--- src/pkg/sdts_map.vh ---
// constants for the sigma-delta decimation and timestamp channel
// assumes a 32-bit apb slave on pclk and a modulator bitstream on pins
`ifndef SDTS_MAP_VH
`define SDTS_MAP_VH
`define SDTS_OFF_CFG      8'h00
`define SDTS_OFF_TSTAMP   8'h04
`define SDTS_OFF_RESULT   8'h08
`define SDTS_OFF_STATUS   8'h0C
`define SDTS_OFF_ELAPSED  8'h10
`define SDTS_GRADE_OFF    2'h0
`define SDTS_GRADE_CIC2   2'h1
`define SDTS_GRADE_CIC3   2'h2
`define SDTS_GRADE_FAST   2'h3
`define SDTS_CFG_GRADE    1:0
`define SDTS_CFG_EN       2
`define SDTS_CFG_FACTOR   15:8
`define SDTS_CFG_OUTLEN   23:16
`define SDTS_CFG_RESET    32'h0000_0000
`define SDTS_STAT_RDY     0
`define SDTS_STAT_OVR     1
`define SDTS_CNT_W        8
`define SDTS_RES_W        24
`define SDTS_ELA_W        17
`define SDTS_ZERO8        8'h00
`define SDTS_ONE8         8'h01
`define SDTS_ZERO24       24'h00_0000
`define SDTS_ONE17        17'h0_0001
`define SDTS_PLUS1        24'h00_0001
`define SDTS_MINUS1       24'hFF_FFFF
`endif

--- src/rtl/sdts_cic.v ---
// cic integrate and dump core for one filter channel
// assumes one-cycle tick and dump strobes from the channel control on pclk
`timescale 1ns/1ps
`default_nettype none
`include "sdts_map.vh"
module sdts_cic (
  input  wire                   pclk,
  input  wire                   presetn,
  input  wire                   tick,
  input  wire                   bit_in,
  input  wire                   dump,
  input  wire [1:0]             grade,
  output reg  [`SDTS_RES_W-1:0] result_r
);
  reg  [`SDTS_RES_W-1:0] int1_r;
  reg  [`SDTS_RES_W-1:0] int2_r;
  reg  [`SDTS_RES_W-1:0] int3_r;
  reg  [`SDTS_RES_W-1:0] prev1_r;
  reg  [`SDTS_RES_W-1:0] prev2_r;
  reg  [`SDTS_RES_W-1:0] prev3_r;
  reg  [`SDTS_RES_W-1:0] sel;
  reg  [`SDTS_RES_W-1:0] d1;
  reg  [`SDTS_RES_W-1:0] d2;
  reg  [`SDTS_RES_W-1:0] d3;
  wire [`SDTS_RES_W-1:0] sample = bit_in ? `SDTS_PLUS1 : `SDTS_MINUS1;

  // integrators wrap modulo width; overflowing rates are software's to avoid
  always @(posedge pclk or negedge presetn) begin
    if (!presetn) begin
      int1_r <= `SDTS_ZERO24;
      int2_r <= `SDTS_ZERO24;
      int3_r <= `SDTS_ZERO24;
    end else if (tick) begin
      int1_r <= int1_r + sample;
      int2_r <= int2_r + int1_r + sample;
      int3_r <= int3_r + int2_r + int1_r + sample;
    end
  end

  always @* begin
    sel = int1_r;
    d1  = `SDTS_ZERO24;
    d2  = `SDTS_ZERO24;
    d3  = `SDTS_ZERO24;
    case (grade)
      `SDTS_GRADE_CIC2: sel = int2_r;
      `SDTS_GRADE_CIC3: sel = int3_r;
      `SDTS_GRADE_FAST: sel = int1_r;
      default:          sel = int1_r;
    endcase
    d1 = sel - prev1_r;
    d2 = d1 - prev2_r;
    d3 = d2 - prev3_r;
  end

  // fast grade trades rejection for a single comb
  always @(posedge pclk or negedge presetn) begin
    if (!presetn) begin
      prev1_r  <= `SDTS_ZERO24;
      prev2_r  <= `SDTS_ZERO24;
      prev3_r  <= `SDTS_ZERO24;
      result_r <= `SDTS_ZERO24;
    end else if (dump) begin
      prev1_r <= sel;
      prev2_r <= d1;
      prev3_r <= d2;
      case (grade)
        `SDTS_GRADE_CIC2: result_r <= d2;
        `SDTS_GRADE_CIC3: result_r <= d3;
        default:          result_r <= d1;
      endcase
    end
  end
endmodule // sdts_cic
`default_nettype wire

--- src/rtl/sdts_top.v ---
// decimation channel with timestamp counters and apb register access
// assumes modulator clock and data pins asynchronous to pclk
//
// Added by the designer: the address map and the APB slave port.
`timescale 1ns/1ps
`default_nettype none
`include "sdts_map.vh"
module sdts_top (
  input  wire        pclk,
  input  wire        presetn,
  input  wire        psel,
  input  wire        penable,
  input  wire        pwrite,
  input  wire [7:0]  paddr,
  input  wire [31:0] pwdata,
  output reg  [31:0] prdata,
  output reg         pready,
  output reg         pslverr,
  input  wire        mod_clk,
  input  wire        mod_data,
  output reg         result_ready_r
);
  reg  [2:0]             mclk_sync_r;
  reg  [2:0]             mdat_sync_r;
  reg                    mclk_lvl_r;
  reg                    mdat_lvl_r;
  reg                    tick_r;
  reg                    tick_bit_r;
  reg  [31:0]            cfg_r;
  reg  [`SDTS_CNT_W-1:0] down_cnt_r;
  reg  [`SDTS_CNT_W-1:0] down_cnt_nxt;
  reg  [`SDTS_CNT_W-1:0] res_cnt_r;
  reg  [`SDTS_CNT_W-1:0] res_cnt_nxt;
  reg                    dump_r;
  reg                    dump_nxt;
  reg                    out_r;
  reg                    out_nxt;
  reg                    overrun_r;
  reg  [`SDTS_ELA_W-1:0] elapsed_a_r;
  reg  [31:0]            rdata;
  reg                    rerr;
  wire [`SDTS_RES_W-1:0] result;
  wire [1:0]             grade  = cfg_r[`SDTS_CFG_GRADE];
  wire [`SDTS_CNT_W-1:0] factor = cfg_r[`SDTS_CFG_FACTOR];
  wire [`SDTS_CNT_W-1:0] outlen = cfg_r[`SDTS_CFG_OUTLEN];
  wire                   run    = cfg_r[`SDTS_CFG_EN] && (grade != `SDTS_GRADE_OFF);
  wire                   setup  = psel && !penable;
  wire                   done   = psel && penable && pready;
  wire                   wr     = done && pwrite;
  wire                   rd_res = done && !pwrite && (paddr == `SDTS_OFF_RESULT);

  // widened so a factor of FF cannot wrap the rate
  function [`SDTS_ELA_W-1:0] elapsed_a_of;
    input [`SDTS_CNT_W-1:0] cnt;
    input [`SDTS_CNT_W-1:0] df;
    input [`SDTS_CNT_W-1:0] dc;
    begin
      elapsed_a_of = {9'h000, cnt} * ({9'h000, df} + `SDTS_ONE17) + {9'h000, df - dc};
    end
  endfunction

  function hit;
    input [7:0] addr;
    input [7:0] off;
    begin
      hit = (addr == off);
    end
  endfunction

  // shared decodes; an edge counts only once two sync stages agree
  wire                   wr_cfg     = wr && hit(paddr, `SDTS_OFF_CFG);
  wire                   wr_stat    = wr && hit(paddr, `SDTS_OFF_STATUS);
  wire                   clr_ovr    = wr_stat && pwdata[`SDTS_STAT_OVR];
  wire                   mclk_agree = (mclk_sync_r[1] == mclk_sync_r[2]);
  wire                   mdat_agree = (mdat_sync_r[1] == mdat_sync_r[2]);
  wire                   mclk_rise  = run && !mclk_lvl_r && mclk_agree && mclk_sync_r[2];

  // pin sampling: first stage feeds only the second
  // mod_clk phases shorter than two pclk are lost
  always @(posedge pclk or negedge presetn) begin
    if (!presetn) begin
      mclk_sync_r <= 3'h0;
      mdat_sync_r <= 3'h0;
      mclk_lvl_r  <= 1'b0;
      mdat_lvl_r  <= 1'b0;
      tick_r      <= 1'b0;
      tick_bit_r  <= 1'b0;
    end else begin
      mclk_sync_r <= {mclk_sync_r[1:0], mod_clk};
      mdat_sync_r <= {mdat_sync_r[1:0], mod_data};
      if (mclk_agree) begin
        mclk_lvl_r <= mclk_sync_r[2];
      end
      if (mdat_agree) begin
        mdat_lvl_r <= mdat_sync_r[2];
      end
      tick_r     <= mclk_rise;
      tick_bit_r <= mdat_lvl_r;
    end
  end

  // disabled or grade off: counters parked at factor and zero
  always @* begin
    down_cnt_nxt = down_cnt_r;
    res_cnt_nxt  = res_cnt_r;
    dump_nxt     = 1'b0;
    out_nxt      = 1'b0;
    if (!run) begin
      down_cnt_nxt = factor;
      res_cnt_nxt  = `SDTS_ZERO8;
    end else if (tick_r) begin
      if (down_cnt_r == `SDTS_ZERO8) begin
        down_cnt_nxt = factor;
        dump_nxt     = 1'b1;
        // count and reload share one edge, so no short elapsed value is seen
        if (res_cnt_r == outlen) begin
          res_cnt_nxt = `SDTS_ZERO8;
          out_nxt     = 1'b1;
        end else begin
          res_cnt_nxt = res_cnt_r + `SDTS_ONE8;
        end
      end else begin
        down_cnt_nxt = down_cnt_r - `SDTS_ONE8;
      end
    end
  end

  // elapsed follows the next-state counters so all three agree
  always @(posedge pclk or negedge presetn) begin
    if (!presetn) begin
      down_cnt_r  <= `SDTS_ZERO8;
      res_cnt_r   <= `SDTS_ZERO8;
      dump_r      <= 1'b0;
      out_r       <= 1'b0;
      elapsed_a_r <= {`SDTS_ELA_W{1'b0}};
    end else begin
      down_cnt_r  <= down_cnt_nxt;
      res_cnt_r   <= res_cnt_nxt;
      dump_r      <= dump_nxt;
      out_r       <= out_nxt;
      elapsed_a_r <= elapsed_a_of(res_cnt_nxt, factor, down_cnt_nxt);
    end
  end

  // one comb chain per channel; grade picks its depth
  sdts_cic sdts_cic_inst (
    .pclk     (pclk),
    .presetn  (presetn),
    .tick     (tick_r),
    .bit_in   (tick_bit_r),
    .dump     (dump_r),
    .grade    (grade),
    .result_r (result)
  );

  // new result wins over a read clearing the flag
  always @(posedge pclk or negedge presetn) begin
    if (!presetn) begin
      result_ready_r <= 1'b0;
    end else if (out_r) begin
      result_ready_r <= 1'b1;
    end else if (rd_res) begin
      result_ready_r <= 1'b0;
    end
  end

  // a result lost to a slow reader wins over the software clear
  always @(posedge pclk or negedge presetn) begin
    if (!presetn) begin
      overrun_r <= 1'b0;
    end else if (out_r && result_ready_r && !rd_res) begin
      overrun_r <= 1'b1;
    end else if (clr_ovr) begin
      overrun_r <= 1'b0;
    end
  end

  // read decode; unmapped offsets answer zero with an error
  always @* begin
    rdata = 32'h0000_0000;
    rerr  = 1'b0;
    case (paddr)
      `SDTS_OFF_CFG:     rdata = cfg_r;
      `SDTS_OFF_TSTAMP:  rdata = {16'h0000, res_cnt_r, down_cnt_r};
      `SDTS_OFF_RESULT:  rdata = {8'h00, result};
      `SDTS_OFF_STATUS: begin
        rdata[`SDTS_STAT_RDY] = result_ready_r;
        rdata[`SDTS_STAT_OVR] = overrun_r;
      end
      `SDTS_OFF_ELAPSED: rdata = {15'h0000, elapsed_a_r};
      default:           rerr  = 1'b1;
    endcase
  end

  // zero wait states: the answer stands only in the cycle after setup
  always @(posedge pclk or negedge presetn) begin
    if (!presetn) begin
      pready  <= 1'b0;
      pslverr <= 1'b0;
    end else begin
      pready  <= setup;
      pslverr <= setup && rerr;
    end
  end

  // data captured at setup; a tick during the access shows on the next read
  always @(posedge pclk or negedge presetn) begin
    if (!presetn) begin
      prdata <= 32'h0000_0000;
    end else if (setup) begin
      prdata <= pwrite ? 32'h0000_0000 : rdata;
    end
  end

  // reserved config bits are kept and read back as written
  always @(posedge pclk or negedge presetn) begin
    if (!presetn) begin
      cfg_r <= `SDTS_CFG_RESET;
    end else if (wr_cfg) begin
      cfg_r <= pwdata;
    end
  end
endmodule // sdts_top
`default_nettype wire

--- config.mk ---
export PLATFORM = sky130hd
export DESIGN_NAME = sdts_top
export DESIGN_NICKNAME = d
export VERILOG_FILES = /design/src/rtl/sdts_cic.v /design/src/rtl/sdts_top.v
export VERILOG_INCLUDE_DIRS = /design/src /design/src/pkg
export SDC_FILE = /design/constraint.sdc
export NUM_CORES = 1
export LEC_CHECK = 0
export BUFFER_PORTS_ARGS = -buffer_cell sky130_fd_sc_hd__buf_2
export CORE_MARGIN = 4
export CORE_UTILIZATION = 58
export DETAILED_ROUTE_END_ITERATION = 8
export PLACE_DENSITY = 0.75
export SLEW_MARGIN = 10
export SYNTH_ARGS = -nofsm -noshare
export SYNTH_HDL_FRONTEND = slang
export SYNTH_SLANG_ARGS = --single-unit
--- constraint.sdc ---
create_clock -name pclk -period 7.35 [get_ports pclk]
set_input_delay 1.47 -clock pclk [delete_from_list [all_inputs] [get_ports pclk]]
set_output_delay 1.47 -clock pclk [all_outputs]
set_load 0.01 [all_outputs]
# [Yosys cells after proc, flatten, opt, wreduce, memory -nomap -nowiden]
# Index checks and enable logic that the tools add are counted.
[classes] n_addsub=14 n_mul=1 n_eq_ne=9 n_mux=25 n_reduce_logical=26
[ops] operator="$add A24 B24 Y24" count=6
[ops] operator="$pmux W30 S4" count=1
[ops] operator="$pmux W24 S2" count=2
[ops] operator="$sub A24 B24 Y24" count=3
[ops] operator="$mux W8" count=7
[ops] operator="$mux W32" count=1
[ops] operator="$mux W24" count=1
[ops] operator="$add A17 B8 Y17" count=1
[ops] operator="$mul A8 B9 Y17" count=1
[ops] operator="$eq A8 B4 Y1 const B" count=2
[ops] operator="$logic_and A1 B1 Y1" count=16
[ops] operator="$logic_not A8 Y1" count=2
[ops] operator="$mux W1" count=12
[ops] operator="$pmux W2 S5" count=1
[ops] operator="$add A8 B1 Y9 const B" count=1
[ops] operator="$add A8 B1 Y8 const B" count=1
[ops] operator="$eq A8 B3 Y1 const B" count=1
[ops] operator="$eq A8 B5 Y1 const B" count=1
[ops] operator="$eq A8 B8 Y1" count=1
[ops] operator="$sub A8 B1 Y8 const B" count=1
[ops] operator="$sub A8 B8 Y8" count=1
[ops] operator="$reduce_bool A2 Y1" count=3
[ops] operator="$reduce_or A5 Y1" count=1
[ops] operator="$logic_not A1 Y1" count=4
[ops] operator="3 further kinds" count=4
[word_totals] ff_bits=281 inputBits=47 output_inout_bits=35 word_cells=99

# [Depth between registers and ports, before layout]
[depth] depth_word=7 depth_mapped=36 depth_no_buf=34

# [Cells and area by module]
# Synthesis repeated with hierarchy kept, for this count alone.
[unflattened] hier_cells=2585 area_unflattened_um2=23166.0
[by_module_without_submodules] mod="sdts_cic" instances=1 cells_per_inst=1766 area_each_um2=15214.6 seq_area_each_um2=4204.0
[by_module_without_submodules] mod="sdts_top" instances=1 cells_per_inst=819 area_each_um2=7951.4 seq_area_each_um2=2827.7

# [Least setup slack after synthesis]
# OpenSTA, ideal clock, no wires.
[synth_timing] path_kind="register to register" startpoint="register down_cnt_r[0]" endpoint="register elapsed_a_r[16]" setup_ps=87 arrival_time_ps=6842 required_time_ps=7263 path_slack_ps=422 stages_incl_launch_ff=33 n_path_buf=1 synth_period_minus_slack_ps=6928 cell_sequence="dfrtp_1 -> inv_1 -> ha_1 -> nand2_1 -> nor3_1 -> and2_1 -> clkbuf_1 -> nor2_1 -> o21ai_0 -> ha_1 -> inv_1 -> fa_1 -> nand2_1 -> nand2_1 -> a21oi_1 -> o21bai_1 -> a21oi_1 -> xor2_1 -> fa_1 -> fa_1 -> fa_1 -> fa_1 -> inv_1 -> ha_1 -> inv_1 -> o21ai_0 -> a21oi_1 -> o21ai_0 -> a21oi_1 -> o21ai_0 -> or4_1 -> a2111o_1 -> o211ai_1"
[synth_via] elab_chain_cells=6 elab_cells_between_ends=11 cone_classes="3 x add/sub; 1 x mul; 6 x mux; 1 x reduce/logical"
[synth_rtl] element="start, declared" line="sdts_top.v:30" source="reg [`SDTS_CNT_W-1:0] down_cnt_r;"
[synth_rtl] element="start signal, assigned" line="sdts_top.v:131" source="down_cnt_r <= `SDTS_ZERO8;"
[synth_rtl] element="start signal, assigned" line="sdts_top.v:137" source="down_cnt_r <= down_cnt_nxt;"
[synth_rtl] element="$sub A8 B1 Y8 (no line) or $logic_not A8 Y1 (tied branches)"
[synth_rtl] element="$mux W8" line="sdts_top.v:112" source="if (down_cnt_r == `SDTS_ZERO8) begin"
[synth_rtl] element="$mux W8 (*)" line="sdts_top.v:111" source="end else if (tick_r) begin"
[synth_rtl] element="$mux W8 (*)" line="sdts_top.v:108" source="if (!run) begin"
[synth_rtl] element="net down_cnt_nxt[0]" line="sdts_top.v:31" source="reg [`SDTS_CNT_W-1:0] down_cnt_nxt;"
[synth_rtl] element="$sub A8 B8 Y8 (*)" line="sdts_top.v:58" source="elapsed_a_of = {9'h000, cnt} * ({9'h000, df} + `SDTS_ONE17) + {9'h000, df - dc};"
[synth_rtl] element="$add A17 B8 Y17 (*)" line="sdts_top.v:58"
[synth_rtl] element="end signal, assigned" line="sdts_top.v:135" source="elapsed_a_r <= {`SDTS_ELA_W{1'b0}};"
[synth_rtl] element="end signal, assigned" line="sdts_top.v:141" source="elapsed_a_r <= elapsed_a_of(res_cnt_nxt, factor, down_cnt_nxt);"
[synth_rtl] element="end, declared" line="sdts_top.v:39" source="reg [`SDTS_ELA_W-1:0] elapsed_a_r;"
# The timed path passes the listed nets; every way through them passes the cells marked *.
# A chain may end at the register's enable or synchronous reset.

# [Final worst setup path]
# Same ends and word-level chain as after synthesis.

==> summary.txt <==
Worst setup path
  – Internal reg-to-reg setup slack: a little over 0.3 ns
  – Number of cells on the worst reg-to-reg path: 33
  – Worst-path fanout max: 8
  – Worst setup path class: reg2reg
  – Critical R2R Launch: down_cnt_r[0]$_DFF_PN0_
  – Crit-path slowest cell: fa_1
  – Required time of the critical path: slightly below 8 ns
  – Arrival time of data at the critical path endpoint: approximately 7.5 ns
  – Dominant delay contributor by cell family on the critical path: adder cells
  – Crit path largest cell delay: between 0.5 and 0.6 ns
  – Crit start category: flip-flop
  – Library cell appearing most often on the critical path: fa_1
  – Buffering stage count on the worst path with inverters included: 5
  – Critical Path Sink Type: flip-flop
  – Reg-to-Reg End: elapsed_a_r[16]$_DFF_PN0_

Yosys
  – Syn Nets: 2932
  – YS warnings: 0
  – Count of flip-flops with a built-in enable after synthesis: 0
  – Average cell area after synthesis: between 8 and 9 sq um
  – Async set-reset flop share out of synthesis: 100%
  – Library cell with the largest summed area after synthesis: dfrtp_1
  – Synth top area share: 30.9%
  – Total standard cell area after synthesis: 0.0228 sq mm
  – Gate count of the mapped netlist: ~2600
  – Most common flop cell mapped by yosys: dfrtp_1
  – FF+latch count, synth: approximately 280
  – Number of distinct library cells after synthesis: 73
  – Area contributors post-synth: dfrtp_1 (31%), fa_1 (11%), ha_1 (10%), inv_1 (6.2%), nand2_1 (4.5%)
  – Seq/Total Area, Yosys: between 30% and 40%

Clocking
  – Clock tree from TritonCTS: built
  – Buffer cell driving the clock tree root: clkbuf_16
  – Clock insertion delay at the later pin of the skew report: around 0.56 ns
  – CTS Buf Count: 34
  – Clock Path Buffers: 3
  – H-tree depth reported by CTS: 2
  – Total clock sinks: 281
  – Clock transition at the registers of the reported paths: 0.06 ns

Run status
  – Outcome: completed

Timing
  – Number of failing hold endpoints at the final stage: 0
  – Clock Skews: 0.0352 ns
  – Count of final max-slew check failures: 0
  – Max-slew headroom at the worst pin: 26.7%
  – Final critical-path required period: 7.05 ns
  – Setup violations, final: 0
  – Part of the cycle the worst path needs: ~96%
  – Setup repair after global routing missed its margin: yes
  – Worst hold margin: 0.348 ns
  – Highest achievable clock rate: about 140 MHz
  – Actual slew at the worst max-slew pin: approximately 1.1 ns

Layout
  – Fillers: between 3000 and 4000
  – Share of layout cells above drive strength 1: approximately a tenth
  – Area grow syn2layout: 9.87%
  – Commonest non-fill, non-tap cells in the layout: inv_1 (379), dfrtp_1 (278), nand2_1 (271)
  – Area occupied by multi-input gates: approximately 0.014 sq mm
  – Most common cell after layout, fill and taps aside: inv_1
  – Net count of the finished layout: ~3000
  – FF/Latch Area: approximately 0.007 sq mm

Routing
  – Routed Antenna Nets: 0
  – Total length of routed wires: 56.9 mm
  – Detailed-routing iteration count for the pre-antenna-repair pass: 6
  – Post-detailed-route wirelength per cell: between 15 and 20 microns
  – Via count: around 19000
  – Routed via count divided by cell count: approximately 6
  – Number of remaining DRC errors: 0
  – Detailed Route Iter0 Violations: approximately 1500

Power and ir drop
  – Total power consumption of the routed design: around 5.2 mW
  – Lkg Pwr: between 10 and 15 nW
  – Max rail drop VDD: between 0.2 and 0.25 mV
  – Sw Ratio: about a third
  – NetSw: between 1.5 and 2 mW
  – Combinational cell fraction of total power: a little over a third
  – Pint: approximately 3.4 mW
  – Power density relative to cell area: 209 mW/mm^2
  – Power share of the clock group: 33.7%
  – Register share of total power: between 20% and 30%

Min path
  – Hold path start: mclk_sync_r[0]$_DFF_PN0_
  – WHS Path Cells: 0
  – Worst Hold Path EP: mclk_sync_r[1]$_DFF_PN0_
  – Worst min-delay path class: reg2reg

GRT
  – Wire length of the first global-routing pass: just over 90 mm
  – Pin count of the biggest net entering global routing: between 100 and 150
  – Global route overflow: 0
  – Number of antenna violations at the first check in global routing: 2
  – Overall fraction of global-route tracks in use: about a quarter
  – Via count of the first global-routing pass: between 15000 and 20000

Floorplan
  – Die area: roughly 0.043 sq mm
  – Area of the core: between 0.03 and 0.04 sq mm
  – Effective utilization at floorplan: between 50% and 60%
  – Die H: ~210 microns
  – Width of the die: about 210 microns
  – Site row count: 72
  – I/O pin count: 82

Place
  – Placed wire-length estimate after detailed placement: between 40 and 50 mm
  – Number of buffer cells added on primary ports: 81
  – Final RePlAce weighted congestion: about 0.96

Job
  – Max-capacitance violation count: 0
[power by group through the flow]
stage	clock, mW	sequential (mW)	combinational, mW
final	1.76	1.57	1.91
after global routing	1.86	1.57	2.11
after CTS	1.80	1.57	1.87
after detailed placement	0	1.60	1.85
after global placement	0	1.59	1.82
after floorplan	0	1.60	1.46
[worst max-delay path by stage]
stage / startpoint / to / slack (ns) / cells past startpoint
floorplan: down_cnt_r[0]$_DFF_PN0_ / elapsed_a_r[16]$_DFF_PN0_ / 0.42 / 32
global placement: down_cnt_r[4]$_DFF_PN0_ / elapsed_a_r[16]$_DFF_PN0_ / 0.27 / 27
detailed placement: down_cnt_r[4]$_DFF_PN0_ / elapsed_a_r[16]$_DFF_PN0_ / 0.05 / 26
CTS: down_cnt_r[4]$_DFF_PN0_ / elapsed_a_r[16]$_DFF_PN0_ / 0.03 / 26
global route: down_cnt_r[1]$_DFF_PN0_ / elapsed_a_r[16]$_DFF_PN0_ / -0.11 / 31
finish: down_cnt_r[0]$_DFF_PN0_ / elapsed_a_r[16]$_DFF_PN0_ / 0.30 / 33
[synth_stat cells, types with 7 or more instances]
| cell type | number |
|---|---|
| and3_1 | 25 |
| ha_1 | 190 |
| o31ai_1 | 12 |
| nand2_1 | 271 |
| a31oi_1 | 18 |
| a22oi_1 | 35 |
| nand4_1 | 13 |
| nor2b_1 | 26 |
| buf_1 | 13 |
| mux2i_1 | 25 |
| nand3_1 | 36 |
| xnor2_1 | 96 |
| a21oi_1 | 169 |
| and2_1 | 7 |
| inv_1 | 379 |
| a211oi_1 | 12 |
| nor3b_1 | 7 |
| clkbuf_1 | 70 |
| nor2_1 | 127 |
| o211ai_1 | 21 |
| dfrtp_1 | 281 |
| a21o_1 | 63 |
| a21boi_0 | 11 |
| nand2b_1 | 16 |
| o21a_1 | 29 |
| o22ai_1 | 9 |
| mux2_2 | 40 |
| fa_1 | 123 |
| or3_1 | 11 |
| o21ai_0 | 199 |
| xor2_1 | 53 |
| nand3b_1 | 7 |
| a221o_1 | 10 |
| a221oi_1 | 31 |
| nor3_1 | 40 |
| o21bai_1 | 20 |
[metal layers]
metal / track usage, % / vias to the layer above / wire, microns / part of all wire [%]
met5: 0 / - / 0 / 0
met4: 6.92 / 0 / 1340 / 2.4
met3: 5.12 / 91 / 3850 / 6.8
met2: 40.5 / 554 / 25500 / 45
met1: 39.2 / 9161 / 26200 / 46
li1: - / 8876 / - / -
[state kept, by name, indices dropped and copies added, names as in the netlist, 17 cells and up]
register                cells
cfg_r                      32
elapsed_a_r                17
prdata                     32
sdts_cic_inst.int1_r       24
sdts_cic_inst.int2_r       24
sdts_cic_inst.int3_r       24
sdts_cic_inst.prev1_r      24
sdts_cic_inst.prev2_r      24
sdts_cic_inst.prev3_r      24
sdts_cic_inst.result_r     24
[cell families after synthesis]
| group | count (synthesis) | synth area share (%) |
|---|---|---|
| AO/OA/AOI/OAI | 690 | 19.2 |
| AND/OR/NAND/NOR | 605 | 12.0 |
| buffers and inverters | 465 | 7.67 |
| adder cells (fa/ha/maj) | 315 | 21.3 |
| flip-flops | 281 | 30.9 |
| XOR/XNOR | 151 | 5.87 |
| multiplexers | 65 | 3.08 |
[final cells by class]
cell class / count / share of cell area [%]
Antenna cell: 1 / 0.0100
Clock buffer: 48 / 4.01
Clock inverter: 13 / 0.670
Inverter: 380 / 5.71
Multi-Input combinational cell: 1826 / 56.3
Sequential cell: 281 / 28.1
Tap cell: 518 / 2.59
Timing Repair Buffer: 109 / 2.58
[metrics by stage]
stage | std cells | setup WS (ns) | setup TNS [ns] | utilization [%] | instance area, sq um
finish | 3176 | 0.302 | 0 | 64.6 | 25000
CTS | 3170 | 0.0256 | 0 | 64.3 | 24900
global route | 3175 | -0.111 | -0.281 | 64.6 | 25000
detailed placement | 3109 | 0.0465 | 0 | 61.3 | 23700
floorplan | 2572 | 0.422 | 0 | - | 22800
global placement | 3109 | 0.275 | 0 | 61.3 | 23700
[timing repair]
item / 4_1_cts / 5_1_grt
buffers inserted: 0 / 5
endpoints found under the setup margin: 0 / 11
hold buffers: 0 / 0
resized for setup: 0 / 26
(Power assumes the default switching activity.)
